`config.mk`:
```
export PLATFORM = sky130hd
export DESIGN_NAME = drive_monitor_fault_history
export DESIGN_NICKNAME = d
export VERILOG_FILES = /design/src/common/drive_monitor_pkg.sv /design/src/drive_monitor_fault_history.sv
export SDC_FILE = /design/constraint.sdc
export NUM_CORES = 2
export LEC_CHECK = 0
export BUFFER_PORTS_ARGS = -buffer_cell sky130_fd_sc_hd__buf_2
export CORE_MARGIN = 1.5
export CORE_UTILIZATION = 46
export DETAILED_ROUTE_END_ITERATION = 7
export PLACE_DENSITY = 0.63
export SLEW_MARGIN = 20
export SYNTH_ARGS = -nofsm -noshare
export SYNTH_HDL_FRONTEND = slang
export SYNTH_SLANG_ARGS = --single-unit
```
`constraint.sdc`:
```
create_clock -name aclk -period 49.1 [get_ports aclk]
set_clock_uncertainty 0.15 [all_clocks]
set_input_delay 2.455 -clock aclk [delete_from_list [all_inputs] [get_ports aclk]]
set_output_delay 2.455 -clock aclk [all_outputs]
set_load 0.01 [all_outputs]
```
`src/common/drive_monitor_pkg.sv`:
```
package drive_monitor_pkg;

    // Byte offsets of the register map
    localparam logic [7:0] OFS_INPUT_REFERENCE_COUNT    = 8'h00;
    localparam logic [7:0] OFS_POSITION_DEVIATION_COUNT = 8'h04;
    localparam logic [7:0] OFS_FEEDBACK_PULSE_COUNT     = 8'h08;
    localparam logic [7:0] OFS_POWERED_TIME_TOTAL       = 8'h0c;
    localparam logic [7:0] OFS_PHASE_CURRENT_RMS        = 8'h10;
    localparam logic [7:0] OFS_LINK_VOLTAGE             = 8'h14;
    localparam logic [7:0] OFS_POWER_STAGE_TEMPERATURE  = 8'h18;
    localparam logic [7:0] OFS_HISTORY_SELECTOR         = 8'h1c;
    localparam logic [7:0] OFS_SELECTED_FAULT_CODE      = 8'h20;
    localparam logic [7:0] OFS_FAULT_TIME_SNAPSHOT      = 8'h24;
    localparam logic [7:0] OFS_FAULT_SPEED_SNAPSHOT     = 8'h28;
    localparam logic [7:0] OFS_FAULT_PHASE_A_CURRENT    = 8'h2c;
    localparam logic [7:0] OFS_FAULT_PHASE_B_CURRENT    = 8'h30;
    localparam logic [7:0] OFS_FAULT_LINK_VOLTAGE       = 8'h34;
    localparam logic [7:0] OFS_IRQ_STATUS               = 8'h38;
    localparam logic [7:0] OFS_IRQ_MASK                 = 8'h3c;

    // Interrupt status and mask bit positions
    localparam int IRQ_BIT_FAULT     = 0;
    localparam int IRQ_BIT_TIME_WRAP = 1;
    localparam int IRQ_WIDTH         = 2;

    // History layout
    localparam int HIST_DEPTH = 10;
    localparam logic [15:0] HIST_SEL_LAST = 16'h0009;
    localparam logic [15:0] NO_FAULT_CODE = 16'h0000;

    // Reset values
    localparam logic [15:0] HIST_SEL_RESET = 16'h0000;
    localparam logic [IRQ_WIDTH-1:0] IRQ_MASK_RESET = 2'h0;

    // AXI responses
    localparam logic [1:0] RESP_OKAY   = 2'h0;
    localparam logic [1:0] RESP_DECERR = 2'h3;

    // Time base: one power-on time step per tenth of a second
    localparam longint CLK_PERIOD_NS = 100;
    localparam longint TIME_STEP_NS  = 100_000_000;
    localparam int     TIME_STEP_CYCLES = int'(TIME_STEP_NS / CLK_PERIOD_NS);

    typedef struct packed {
        logic [15:0] current_rms;
        logic [15:0] link_voltage;
        logic [15:0] temperature;
        logic [15:0] speed;
        logic [15:0] phase_a_current;
        logic [15:0] phase_b_current;
    } live_meas_t;

    typedef struct packed {
        logic        valid;
        logic [15:0] code;
        logic [31:0] time_stamp;
        logic [15:0] speed;
        logic [15:0] phase_a_current;
        logic [15:0] phase_b_current;
        logic [15:0] link_voltage;
    } hist_entry_t;

    typedef struct packed {
        logic        step;
        logic [15:0] ref_units;
        logic [15:0] enc_units;
    } ref_step_t;

endpackage

```
`src/drive_monitor_fault_history.sv`:
```
`timescale 1ns/1ps
`default_nettype none

module drive_monitor_fault_history #(
    parameter int TIME_STEP_CYCLES = drive_monitor_pkg::TIME_STEP_CYCLES
) (
    input  wire logic                           aclk,
    input  wire logic                           aresetn,
    input  wire logic [7:0]                     s_axi_awaddr,
    input  wire logic [2:0]                     s_axi_awprot,
    input  wire logic                           s_axi_awvalid,
    output var  logic                           s_axi_awready,
    input  wire logic [31:0]                    s_axi_wdata,
    input  wire logic [3:0]                     s_axi_wstrb,
    input  wire logic                           s_axi_wvalid,
    output var  logic                           s_axi_wready,
    output var  logic [1:0]                     s_axi_bresp,
    output var  logic                           s_axi_bvalid,
    input  wire logic                           s_axi_bready,
    input  wire logic [7:0]                     s_axi_araddr,
    input  wire logic [2:0]                     s_axi_arprot,
    input  wire logic                           s_axi_arvalid,
    output var  logic                           s_axi_arready,
    output var  logic [31:0]                    s_axi_rdata,
    output var  logic [1:0]                     s_axi_rresp,
    output var  logic                           s_axi_rvalid,
    input  wire logic                           s_axi_rready,
    input  wire drive_monitor_pkg::ref_step_t   ref_step,
    input  wire logic                           fb_step,
    input  wire logic [15:0]                    fb_units,
    input  wire drive_monitor_pkg::live_meas_t  live_meas,
    input  wire logic                           fault_event,
    input  wire logic [15:0]                    fault_code,
    output var  logic                           irq
);

    localparam int HD = drive_monitor_pkg::HIST_DEPTH;

    // Counters
    logic [31:0] ref_count_reg;
    logic [31:0] ref_enc_sum_reg;
    logic [31:0] fb_count_reg;
    logic [31:0] deviation_reg;
    logic [31:0] time_total_reg;
    logic [31:0] tick_cnt_reg;
    logic        tick;
    logic        time_wrap;

    // Live measurements and history
    drive_monitor_pkg::live_meas_t  meas_reg;
    drive_monitor_pkg::hist_entry_t hist_reg [HD];
    drive_monitor_pkg::hist_entry_t sel_entry_reg;
    drive_monitor_pkg::hist_entry_t sel_entry_next;
    drive_monitor_pkg::hist_entry_t new_entry;

    // Software registers
    logic [15:0]                             hist_sel_reg;
    logic [drive_monitor_pkg::IRQ_WIDTH-1:0] irq_status_reg;
    logic [drive_monitor_pkg::IRQ_WIDTH-1:0] irq_mask_reg;
    logic [drive_monitor_pkg::IRQ_WIDTH-1:0] irq_set;
    logic [drive_monitor_pkg::IRQ_WIDTH-1:0] irq_clr;

    // Bus state
    logic        aw_held_reg;
    logic        w_held_reg;
    logic [7:0]  aw_addr_reg;
    logic [31:0] w_data_reg;
    logic [3:0]  w_strb_reg;

    // Sign-extends a 16-bit step to the counter width
    function automatic logic [31:0] sext16(input logic [15:0] v);
        sext16 = {{16{v[15]}}, v};
    endfunction

    // Applies byte enables to a 32-bit register image
    function automatic logic [31:0] merge_bytes(
        input logic [31:0] old_v,
        input logic [31:0] new_v,
        input logic [3:0]  strb
    );
        logic [31:0] r;
        r = old_v;
        for (int i = 0; i < 4; i++)
        begin
            if (strb[i])
            begin
                r[8*i +: 8] = new_v[8*i +: 8];
            end
        end
        merge_bytes = r;
    endfunction

    // Read decode shared by data and response
    function automatic logic [32:0] read_decode(
        input logic [7:0]                     a,
        input logic [31:0]                    c_ref,
        input logic [31:0]                    c_dev,
        input logic [31:0]                    c_fb,
        input logic [31:0]                    c_time,
        input drive_monitor_pkg::live_meas_t  m,
        input logic [15:0]                    sel,
        input drive_monitor_pkg::hist_entry_t e,
        input logic [1:0]                     st,
        input logic [1:0]                     mk
    );
        logic [32:0] r;
        r = {1'b1, 32'h0000_0000};
        case (a)
            drive_monitor_pkg::OFS_INPUT_REFERENCE_COUNT:    r = {1'b0, c_ref};
            drive_monitor_pkg::OFS_POSITION_DEVIATION_COUNT: r = {1'b0, c_dev};
            drive_monitor_pkg::OFS_FEEDBACK_PULSE_COUNT:     r = {1'b0, c_fb};
            drive_monitor_pkg::OFS_POWERED_TIME_TOTAL:       r = {1'b0, c_time};
            drive_monitor_pkg::OFS_PHASE_CURRENT_RMS:        r = {17'h00000, m.current_rms};
            drive_monitor_pkg::OFS_LINK_VOLTAGE:             r = {17'h00000, m.link_voltage};
            drive_monitor_pkg::OFS_POWER_STAGE_TEMPERATURE:  r = {17'h00000, m.temperature};
            drive_monitor_pkg::OFS_HISTORY_SELECTOR:         r = {17'h00000, sel};
            drive_monitor_pkg::OFS_SELECTED_FAULT_CODE:      r = {17'h00000, e.code};
            drive_monitor_pkg::OFS_FAULT_TIME_SNAPSHOT:      r = {1'b0, e.time_stamp};
            drive_monitor_pkg::OFS_FAULT_SPEED_SNAPSHOT:     r = {17'h00000, e.speed};
            drive_monitor_pkg::OFS_FAULT_PHASE_A_CURRENT:    r = {17'h00000, e.phase_a_current};
            drive_monitor_pkg::OFS_FAULT_PHASE_B_CURRENT:    r = {17'h00000, e.phase_b_current};
            drive_monitor_pkg::OFS_FAULT_LINK_VOLTAGE:       r = {17'h00000, e.link_voltage};
            drive_monitor_pkg::OFS_IRQ_STATUS:               r = {31'h0000_0000, st};
            drive_monitor_pkg::OFS_IRQ_MASK:                 r = {31'h0000_0000, mk};
            default:                                         r = {1'b1, 32'h0000_0000};
        endcase
        read_decode = r;
    endfunction

    // Time base and counters
    assign tick      = (tick_cnt_reg == 32'(TIME_STEP_CYCLES - 1));
    assign time_wrap = tick && (time_total_reg == 32'hffff_ffff);

    always_ff @(posedge aclk)
    begin
        if (!aresetn)
        begin
            tick_cnt_reg   <= 32'h0000_0000;
            time_total_reg <= 32'h0000_0000;
        end
        else
        begin
            tick_cnt_reg   <= tick ? 32'h0000_0000 : tick_cnt_reg + 32'h0000_0001;
            time_total_reg <= tick ? time_total_reg + 32'h0000_0001 : time_total_reg;
        end
    end

    always_ff @(posedge aclk)
    begin
        if (!aresetn)
        begin
            ref_count_reg   <= 32'h0000_0000;
            ref_enc_sum_reg <= 32'h0000_0000;
            fb_count_reg    <= 32'h0000_0000;
        end
        else
        begin
            if (ref_step.step)
            begin
                ref_count_reg   <= ref_count_reg + sext16(ref_step.ref_units);
                ref_enc_sum_reg <= ref_enc_sum_reg + sext16(ref_step.enc_units);
            end
            if (fb_step)
            begin
                fb_count_reg <= fb_count_reg + sext16(fb_units);
            end
        end
    end

    // Deviation is kept registered so it reads coherently
    always_ff @(posedge aclk)
    begin
        if (!aresetn)
        begin
            deviation_reg <= 32'h0000_0000;
        end
        else
        begin
            deviation_reg <= ref_enc_sum_reg - fb_count_reg;
        end
    end

    // Live measurement capture
    always_ff @(posedge aclk)
    begin
        if (!aresetn)
        begin
            meas_reg <= '0;
        end
        else
        begin
            meas_reg <= live_meas;
        end
    end

    // Fault history
    assign new_entry = '{valid:           1'b1,
                         code:            fault_code,
                         time_stamp:      time_total_reg,
                         speed:           meas_reg.speed,
                         phase_a_current: meas_reg.phase_a_current,
                         phase_b_current: meas_reg.phase_b_current,
                         link_voltage:    meas_reg.link_voltage};

    generate
        for (genvar i = 0; i < HD; i++)
        begin : g_hist
            always_ff @(posedge aclk)
            begin
                if (!aresetn)
                begin
                    hist_reg[i] <= '0;
                end
                else if (fault_event)
                begin
                    hist_reg[i] <= (i == 0) ? new_entry : hist_reg[(i == 0) ? 0 : i - 1];
                end
            end
        end
    endgenerate

    // Empty entries read as no fault with zero snapshot
    always_comb
    begin
        sel_entry_next = '0;
        sel_entry_next.code = drive_monitor_pkg::NO_FAULT_CODE;
        if (hist_sel_reg <= drive_monitor_pkg::HIST_SEL_LAST)
        begin
            if (hist_reg[hist_sel_reg[3:0]].valid)
            begin
                sel_entry_next = hist_reg[hist_sel_reg[3:0]];
            end
        end
    end

    always_ff @(posedge aclk)
    begin
        if (!aresetn)
        begin
            sel_entry_reg <= '0;
        end
        else
        begin
            sel_entry_reg <= sel_entry_next;
        end
    end

    // Write channel
    logic        wr_go;
    logic [7:0]  wr_addr;
    logic [31:0] wr_data;
    logic [3:0]  wr_strb;
    logic        wr_sel;
    logic        wr_stat;
    logic        wr_mask;
    logic        wr_hit;
    logic [31:0] sel_merged;
    logic [31:0] stat_bits;
    logic [31:0] mask_merged;
    logic [32:0] wr_word;

    assign wr_addr     = aw_held_reg ? aw_addr_reg : s_axi_awaddr;
    assign wr_data     = w_held_reg ? w_data_reg : s_axi_wdata;
    assign wr_strb     = w_held_reg ? w_strb_reg : s_axi_wstrb;
    assign wr_go       = (aw_held_reg || (s_axi_awvalid && s_axi_awready))
                      && (w_held_reg || (s_axi_wvalid && s_axi_wready));
    assign wr_sel      = wr_go && (wr_addr == drive_monitor_pkg::OFS_HISTORY_SELECTOR);
    assign wr_stat     = wr_go && (wr_addr == drive_monitor_pkg::OFS_IRQ_STATUS);
    assign wr_mask     = wr_go && (wr_addr == drive_monitor_pkg::OFS_IRQ_MASK);
    assign wr_word     = read_decode(wr_addr, ref_count_reg, deviation_reg, fb_count_reg, time_total_reg,
                                     meas_reg, hist_sel_reg, sel_entry_reg, irq_status_reg, irq_mask_reg);
    assign wr_hit      = !wr_word[32];
    assign sel_merged  = merge_bytes({16'h0000, hist_sel_reg}, wr_data, wr_strb);
    assign stat_bits   = merge_bytes(32'h0000_0000, wr_data, wr_strb);
    assign mask_merged = merge_bytes({30'h0000_0000, irq_mask_reg}, wr_data, wr_strb);

    always_ff @(posedge aclk)
    begin
        if (!aresetn)
        begin
            s_axi_awready <= 1'b0;
            s_axi_wready  <= 1'b0;
            s_axi_bvalid  <= 1'b0;
            s_axi_bresp   <= drive_monitor_pkg::RESP_OKAY;
            aw_held_reg   <= 1'b0;
            w_held_reg    <= 1'b0;
            aw_addr_reg   <= 8'h00;
            w_data_reg    <= 32'h0000_0000;
            w_strb_reg    <= 4'h0;
        end
        else
        begin
            s_axi_awready <= !s_axi_bvalid && !wr_go && !aw_held_reg && !(s_axi_awvalid && s_axi_awready);
            s_axi_wready  <= !s_axi_bvalid && !wr_go && !w_held_reg && !(s_axi_wvalid && s_axi_wready);
            if (s_axi_awvalid && s_axi_awready)
            begin
                aw_held_reg <= 1'b1;
                aw_addr_reg <= s_axi_awaddr;
            end
            if (s_axi_wvalid && s_axi_wready)
            begin
                w_held_reg <= 1'b1;
                w_data_reg <= s_axi_wdata;
                w_strb_reg <= s_axi_wstrb;
            end
            if (wr_go)
            begin
                aw_held_reg  <= 1'b0;
                w_held_reg   <= 1'b0;
                s_axi_bvalid <= 1'b1;
                s_axi_bresp  <= wr_hit ? drive_monitor_pkg::RESP_OKAY : drive_monitor_pkg::RESP_DECERR;
            end
            else if (s_axi_bready)
            begin
                s_axi_bvalid <= 1'b0;
            end
        end
    end

    // Software registers and interrupt
    assign irq_set = {time_wrap, fault_event};
    assign irq_clr = wr_stat ? stat_bits[drive_monitor_pkg::IRQ_WIDTH-1:0] : 2'h0;

    always_ff @(posedge aclk)
    begin
        if (!aresetn)
        begin
            hist_sel_reg   <= drive_monitor_pkg::HIST_SEL_RESET;
            irq_mask_reg   <= drive_monitor_pkg::IRQ_MASK_RESET;
            irq_status_reg <= 2'h0;
            irq            <= 1'b0;
        end
        else
        begin
            if (wr_sel)
            begin
                hist_sel_reg <= sel_merged[15:0];
            end
            if (wr_mask)
            begin
                irq_mask_reg <= mask_merged[drive_monitor_pkg::IRQ_WIDTH-1:0];
            end
            irq_status_reg <= (irq_status_reg & ~irq_clr) | irq_set;
            irq            <= |(((irq_status_reg & ~irq_clr) | irq_set) & irq_mask_reg);
        end
    end

    // Read channel
    logic [32:0] rd_word;

    assign rd_word = read_decode(s_axi_araddr, ref_count_reg, deviation_reg, fb_count_reg, time_total_reg,
                                 meas_reg, hist_sel_reg, sel_entry_reg, irq_status_reg, irq_mask_reg);

    always_ff @(posedge aclk)
    begin
        if (!aresetn)
        begin
            s_axi_arready <= 1'b0;
            s_axi_rvalid  <= 1'b0;
            s_axi_rdata   <= 32'h0000_0000;
            s_axi_rresp   <= drive_monitor_pkg::RESP_OKAY;
        end
        else
        begin
            s_axi_arready <= !s_axi_rvalid && !(s_axi_arvalid && s_axi_arready);
            if (s_axi_arvalid && s_axi_arready)
            begin
                s_axi_rvalid <= 1'b1;
                s_axi_rdata  <= rd_word[31:0];
                s_axi_rresp  <= rd_word[32] ? drive_monitor_pkg::RESP_DECERR : drive_monitor_pkg::RESP_OKAY;
            end
            else if (s_axi_rready)
            begin
                s_axi_rvalid <= 1'b0;
            end
        end
    end

endmodule

`default_nettype wire

```
Yosys cells after proc, flatten, opt, wreduce, memory -nomap -nowiden

Memories as Yosys holds them, arrays and structs flattened. A register that Yosys moved wholly into a read port is not among the register bits.
Cells that the tools add are included.

Bits in writable memories: 1130
Memories: 1
Latch bits: 0
Memory bits (read-only): 0
Register bits after elaboration: 490

Memory list:

| memory   | depth | bits a word | rd ports | clocked after memory_dff | write ports | RTL line                          | RTL |
|---|---|---|---|---|---|---|---|
| hist_reg | 10    | 113         | 10       | 1                        | 10          | drive_monitor_fault_history.sv:51 | `drive_monitor_pkg::hist_entry_t hist_reg [HD];` |

Shifts and indexed selects: 0
Reductions and logical operators: 35
Eq/ne operators: 32
$mul: 0
Add/sub/neg operators: 6
Bitwise logic cells: 15
$lt $le $gt $ge: 1
Mux-type cells: 29
Div/mod/pow operators: 0

Operators with widths:

| operator                | count |
|---|---|
| $mux W113               | 10 |
| $pmux W33 S16           | 2 |
| $eq A8 B6 Y1 const B    | 16 |
| $add A32 B32 Y32        | 3 |
| $add A32 B1 Y32 const B | 2 |
| $eq A8 B5 Y1 const B    | 8 |
| $eq A32 B20 Y1 const B  | 1 |
| $eq A32 B32 Y1 const B  | 1 |
| $eq A8 B4 Y1 const B    | 4 |
| $sub A32 B32 Y32        | 1 |
| $eq A8 B3 Y1 const B    | 2 |
| $le A16 B4 Y1 const B   | 1 |
| $logic_not A8 Y1        | 2 |
| $mux W16                | 1 |
| $logic_and A1 B1 Y1     | 14 |
| $mux W2                 | 5 |
| $or A1 B1 Y1            | 10 |
| $logic_not A1 Y1        | 8 |
| $mux W1                 | 8 |
| $mux W4                 | 2 |
| $mux W8                 | 1 |
| $reduce_and A2 Y1       | 3 |
| $reduce_or A2 Y1        | 3 |
| $and A2 B2 Y2           | 2 |
| other kinds (6)         | 8 |

Longest topological paths before layout

Word-level depth: 10
Depth in mapped cells: 13
Mapped depth without buffers: 13

Worst setup path after synthesis

OpenSTA, ideal clock, no wires.

Path kind: input to register
Start: in aresetn
End: mem hist_reg[0][0] (netlist name) (enable)
Cell stages on the path: 5
Library setup time: 7.776 ns
Data required time: 41.174 ns
Arrival time: 21.687 ns
Path buffers: 4
Setup slack: 19.488 ns
Path through: clkbuf_1 -> clkbuf_1 -> clkbuf_1 -> clkbuf_1 -> nand2_1

RTL lines:

| element            | RTL line                          | RTL |
|---|---|---|
| start: declaration | drive_monitor_fault_history.sv:8  | `input wire logic aresetn,` |
| end: declaration   | drive_monitor_fault_history.sv:51 |  |

==> results.md <==
- The run finished with clean final reports.
- The die area is 0.163 sq mm.
- The total count of max-transition violations in the final report is 0.
- The via count of the first global-routing pass is 46,800.
- Counting every sink on the clock net gives 1,622.
- The deepest level of the CTS H-tree is 4.
- Dividing the detail-routed wire length by the instance count gives 23.4 um.
- In this run the deepest clock path goes through 3 buffers.
- The worst-case IR drop observed on VDD is 0.0384 mV.
- The first detailed-routing pass ran for 7 iterations.
- The highest clock rate is 0.141 GHz.
- Once the clock tree was built, the resizer swapped 0 gates to a different size.
- The number of flip-flops in the largest register is 1,130.
- The kind of critical path is in -> reg.
- The tool flagged a number of max-cap violations equal to 0.
- The actual slew at the worst max-slew pin is 1.24 ns.
- The launching element type of the critical path is an input pin.
- Among all flip-flop cells after synthesis, the most frequent one is edfxtp_1.
- The leakage power is 34.5 nW.
- The detailed-route via count is 48,700.
- Setup repair after global routing left no endpoint under its margin.
- For this run, the number of Yosys warnings is 0.
- The first global-routing pass estimated 291,000 um of wire.
- The TritonCTS clock tree is built.
- After detailed routing, the number of remaining DRC violations is 0.
- The number of primary I/O pins is 270.
- The core area is 0.159 sq mm.
- The finished layout holds 8,084 standard cells, fillers aside.
- During placement, the flow inserted port buffers numbering 245.
- The HPWL after detailed placement is 118,000 um.
- In the synthesized netlist, the number of instances is 5,860.
- The area of the mapped netlist is 0.0738 sq mm.
- The worst path meets setup with 42.01 ns of slack.
- The worst hold slack across all endpoints is 0.295 ns.
- The post-synthesis async set-or-reset flop share is 0.
- From synthesis to final layout, the design area changed by 11.5%.
- The number of nets in the layout is 6,215.
- The setup TNS is 0 ns.
- The insertion delay of the later-clocked pin in the worst-skew pair is 0.81 ns.
- The relative slew slack is 0.163.
- The synthesized design spends more area on one cell type than any other, namely edfxtp_1.
- The sequential-to-total area share from yosys stat is 0.593.
- STA classifies the critical path endpoint as a flip-flop.
- The fraction of synthesized cell area taken by the top area cell type is 0.460.
- The worst path needs 7.09 ns of the cycle, external delays included.
- Across every metal layer, demand over resource in global routing totals 0.230.
- By area the synthesized netlist is led by edfxtp_1, dfxtp_1, and3_1.
- Synthesis instantiated 79 different standard cells from the library.
- Counting flops and latches in the post-synthesis netlist gives 1,622.
- Clock-pin slew was measured on the worst setup and hold paths at 0.06 ns.
- The remaining number of nets flagged by the antenna check after routing is 0.
- For this run the aggregate overflow at the end of global routing stands at 0.
- The final layout contains routed wiring with a total length of 189,000 um.
- The total count of hold-check failures in the final report is 0.
- In this run the vertical extent of the chip is 404 um.
- After the first detailed-routing iteration, the DRC count stood at 5,313.
- STA puts the critical path data arrival time at 7.35 ns.
- The share of the clock period used by the worst path after layout is 0.144.
- The worst slack after detailed placement is 41.31 ns.
- The number of antenna violations at the first check in global routing came to 4.
- The overall die width is 404 um.
- The number of enable flip-flop cells after synthesis is 1,130.
- Routability-driven placement finished with a final weighted congestion of 0.924.
- The number of buffers inserted by hold repair at cts is 0.
- Buffers inserted during clock tree synthesis total 173.
- The path class of the tightest hold or removal check is reg -> reg.
- The number of nets handed over by synthesis was 6,218.
- For this configuration, the core starts out at a cell density of 0.465.
- Setup violations remaining at the end of the flow were counted as 0.
- The number of cells in the design after placement is 7,753.
- The share of layout cells above drive strength 1 is 0.141.
- The number of setup buffers added after CTS is 0.
- At the worst endpoint, the required time is 49.36 ns.
- The average size of a mapped cell is 12.6 sq um.
- The total power per unit cell area is 40.0 mW/mm^2.
- The via-per-instance ratio is 6.03.
- Entering global routing, the biggest net connects 277 pins.
- The site row count is 146.
- The biggest fanout along the worst timing path is 147.
- The cell chosen for the clock root is clkbuf_16.
## power breakdown
group	total [W]	switching, W	internal (W)
registers	0.00162	0.0000585	0.00156
clock network	0.00131	0.000553	0.000760
logic	0.000361	0.000212	0.000149
total	0.00329	0.000823	0.00247
## logic make-up (layout without fill, tap and decap cells)
| group | Yosys count | in the layout | synth area share |
|---|---|---|---|
| AND/OR/NAND/NOR | 2103 | 2103 | 0.162 |
| flip-flops | 1622 | 1622 | 0.593 |
| AO/OA/AOI/OAI | 894 | 894 | 0.0831 |
| buffers and inverters | 556 | 706 | 0.0286 |
| multiplexers | 405 | 405 | 0.0932 |
| XOR/XNOR | 150 | 150 | 0.0178 |
| adder cells (fa/ha/maj) | 130 | 130 | 0.0224 |
| other | 0 | 2 | 0 |
## critical path: stages
cell and delay [ns]:
buf_8 0.45, inv_1 0.23, nand2_4 0.60, buf_12 0.50, buf_4 0.91, buf_4 0.74, buf_4 0.89
## cell usage in the layout (no fill, tap or decap), types with 21 or more instances in the layout
master / Yosys / layout
and3_1: 1151 / 1151
edfxtp_1: 1130 / 1130
dfxtp_1: 492 / 488
nor2_1: 280 / 272
a211oi_1: 264 / 264
buf_2: 8 / 243
mux4_2: 226 / 226
nand2_1: 187 / 186
a21oi_1: 187 / 186
clkbuf_16: 0 / 178
mux2i_1: 177 / 177
nor2b_1: 132 / 132
ha_1: 126 / 126
and2_1: 113 / 113
o21ai_0: 97 / 97
a21o_1: 83 / 83
xor2_1: 83 / 83
nand3_1: 82 / 82
a22oi_1: 71 / 71
xnor2_1: 67 / 67
inv_1: 64 / 64
buf_4: 3 / 54
clkbuf_1: 443 / 42
nand4_1: 33 / 33
a222oi_1: 32 / 32
clkinv_2: 0 / 30
nor3_1: 28 / 28
nand2b_1: 27 / 26
or3_1: 25 / 25
clkbuf_8: 0 / 25
o21bai_1: 21 / 21
## synthesized netlist by cell type, types with 6 or more instances
cell type,instances
a211oi_1,264
a21o_1,83
a21oi_1,187
a221oi_1,13
a222oi_1,32
a22o_1,20
a22oi_1,71
a31oi_1,12
and2_1,113
and3_1,1151
and4_1,7
buf_1,37
buf_2,8
clkbuf_1,443
dfxtp_1,492
edfxtp_1,1130
ha_1,126
inv_1,64
mux2i_1,177
mux4_2,226
nand2_1,187
nand2b_1,27
nand3_1,82
nand4_1,33
nor2_1,280
nor2b_1,132
nor3_1,28
nor4_1,10
o211ai_1,7
o21a_1,15
o21ai_0,97
o21ai_1,7
o21bai_1,21
o22ai_1,18
or2_2,9
or3_1,25
or4_1,6
xnor2_1,67
xor2_1,83
## metrics by stage
stage / total power (W) / instance area [sq um] / util
3_5_place_dp: 0.00200 / 76500 / 0.481
5_1_grt: 0.00342 / 82300 / 0.518
3_3_place_gp: 0.00199 / 76500 / 0.481
6_report: 0.00329 / 82300 / 0.518
4_1_cts: 0.00331 / 82300 / 0.518
2_1_floorplan: 0.00194 / 73800 / -
## area by class of cell
class	count	area [sq um]
flip-flops and latches	1622	43800
multi-input cells	3682	28000
clock inverters	82	774
repair buffers	313	1900
diodes	2	5.00
well taps	2072	2590
clock buffers	246	4960
inverters	65	249
fillers	13600	76600
## layer usage
metal / vias up / wire length, um / GRT usage
met1: 24400 / 87600 / 0.348
li1: 22400 / - / -
met5: - / 33 / 0
met2: 1596 / 82200 / 0.332
met4: 4 / 5460 / 0.0747
met3: 277 / 13600 / 0.0409
## final timing paths
check,from,end,slack [ns],depth (start not counted)
max,fault_event,hist_reg[2][104]$_SDFFCE_PN0P_,42.01,7
min,s_axi_rdata[20]$_SDFFE_PN0P_,s_axi_rdata[20]$_SDFFE_PN0P_,0.30,1
max reg2reg,flip-flop,sel_entry_reg[86]$_SDFF_PN0_,45.02,6
min reg2reg,s_axi_rdata[20]$_SDFFE_PN0P_,s_axi_rdata[20]$_SDFFE_PN0P_,0.30,1
Power figures use the tool's default switching activity.
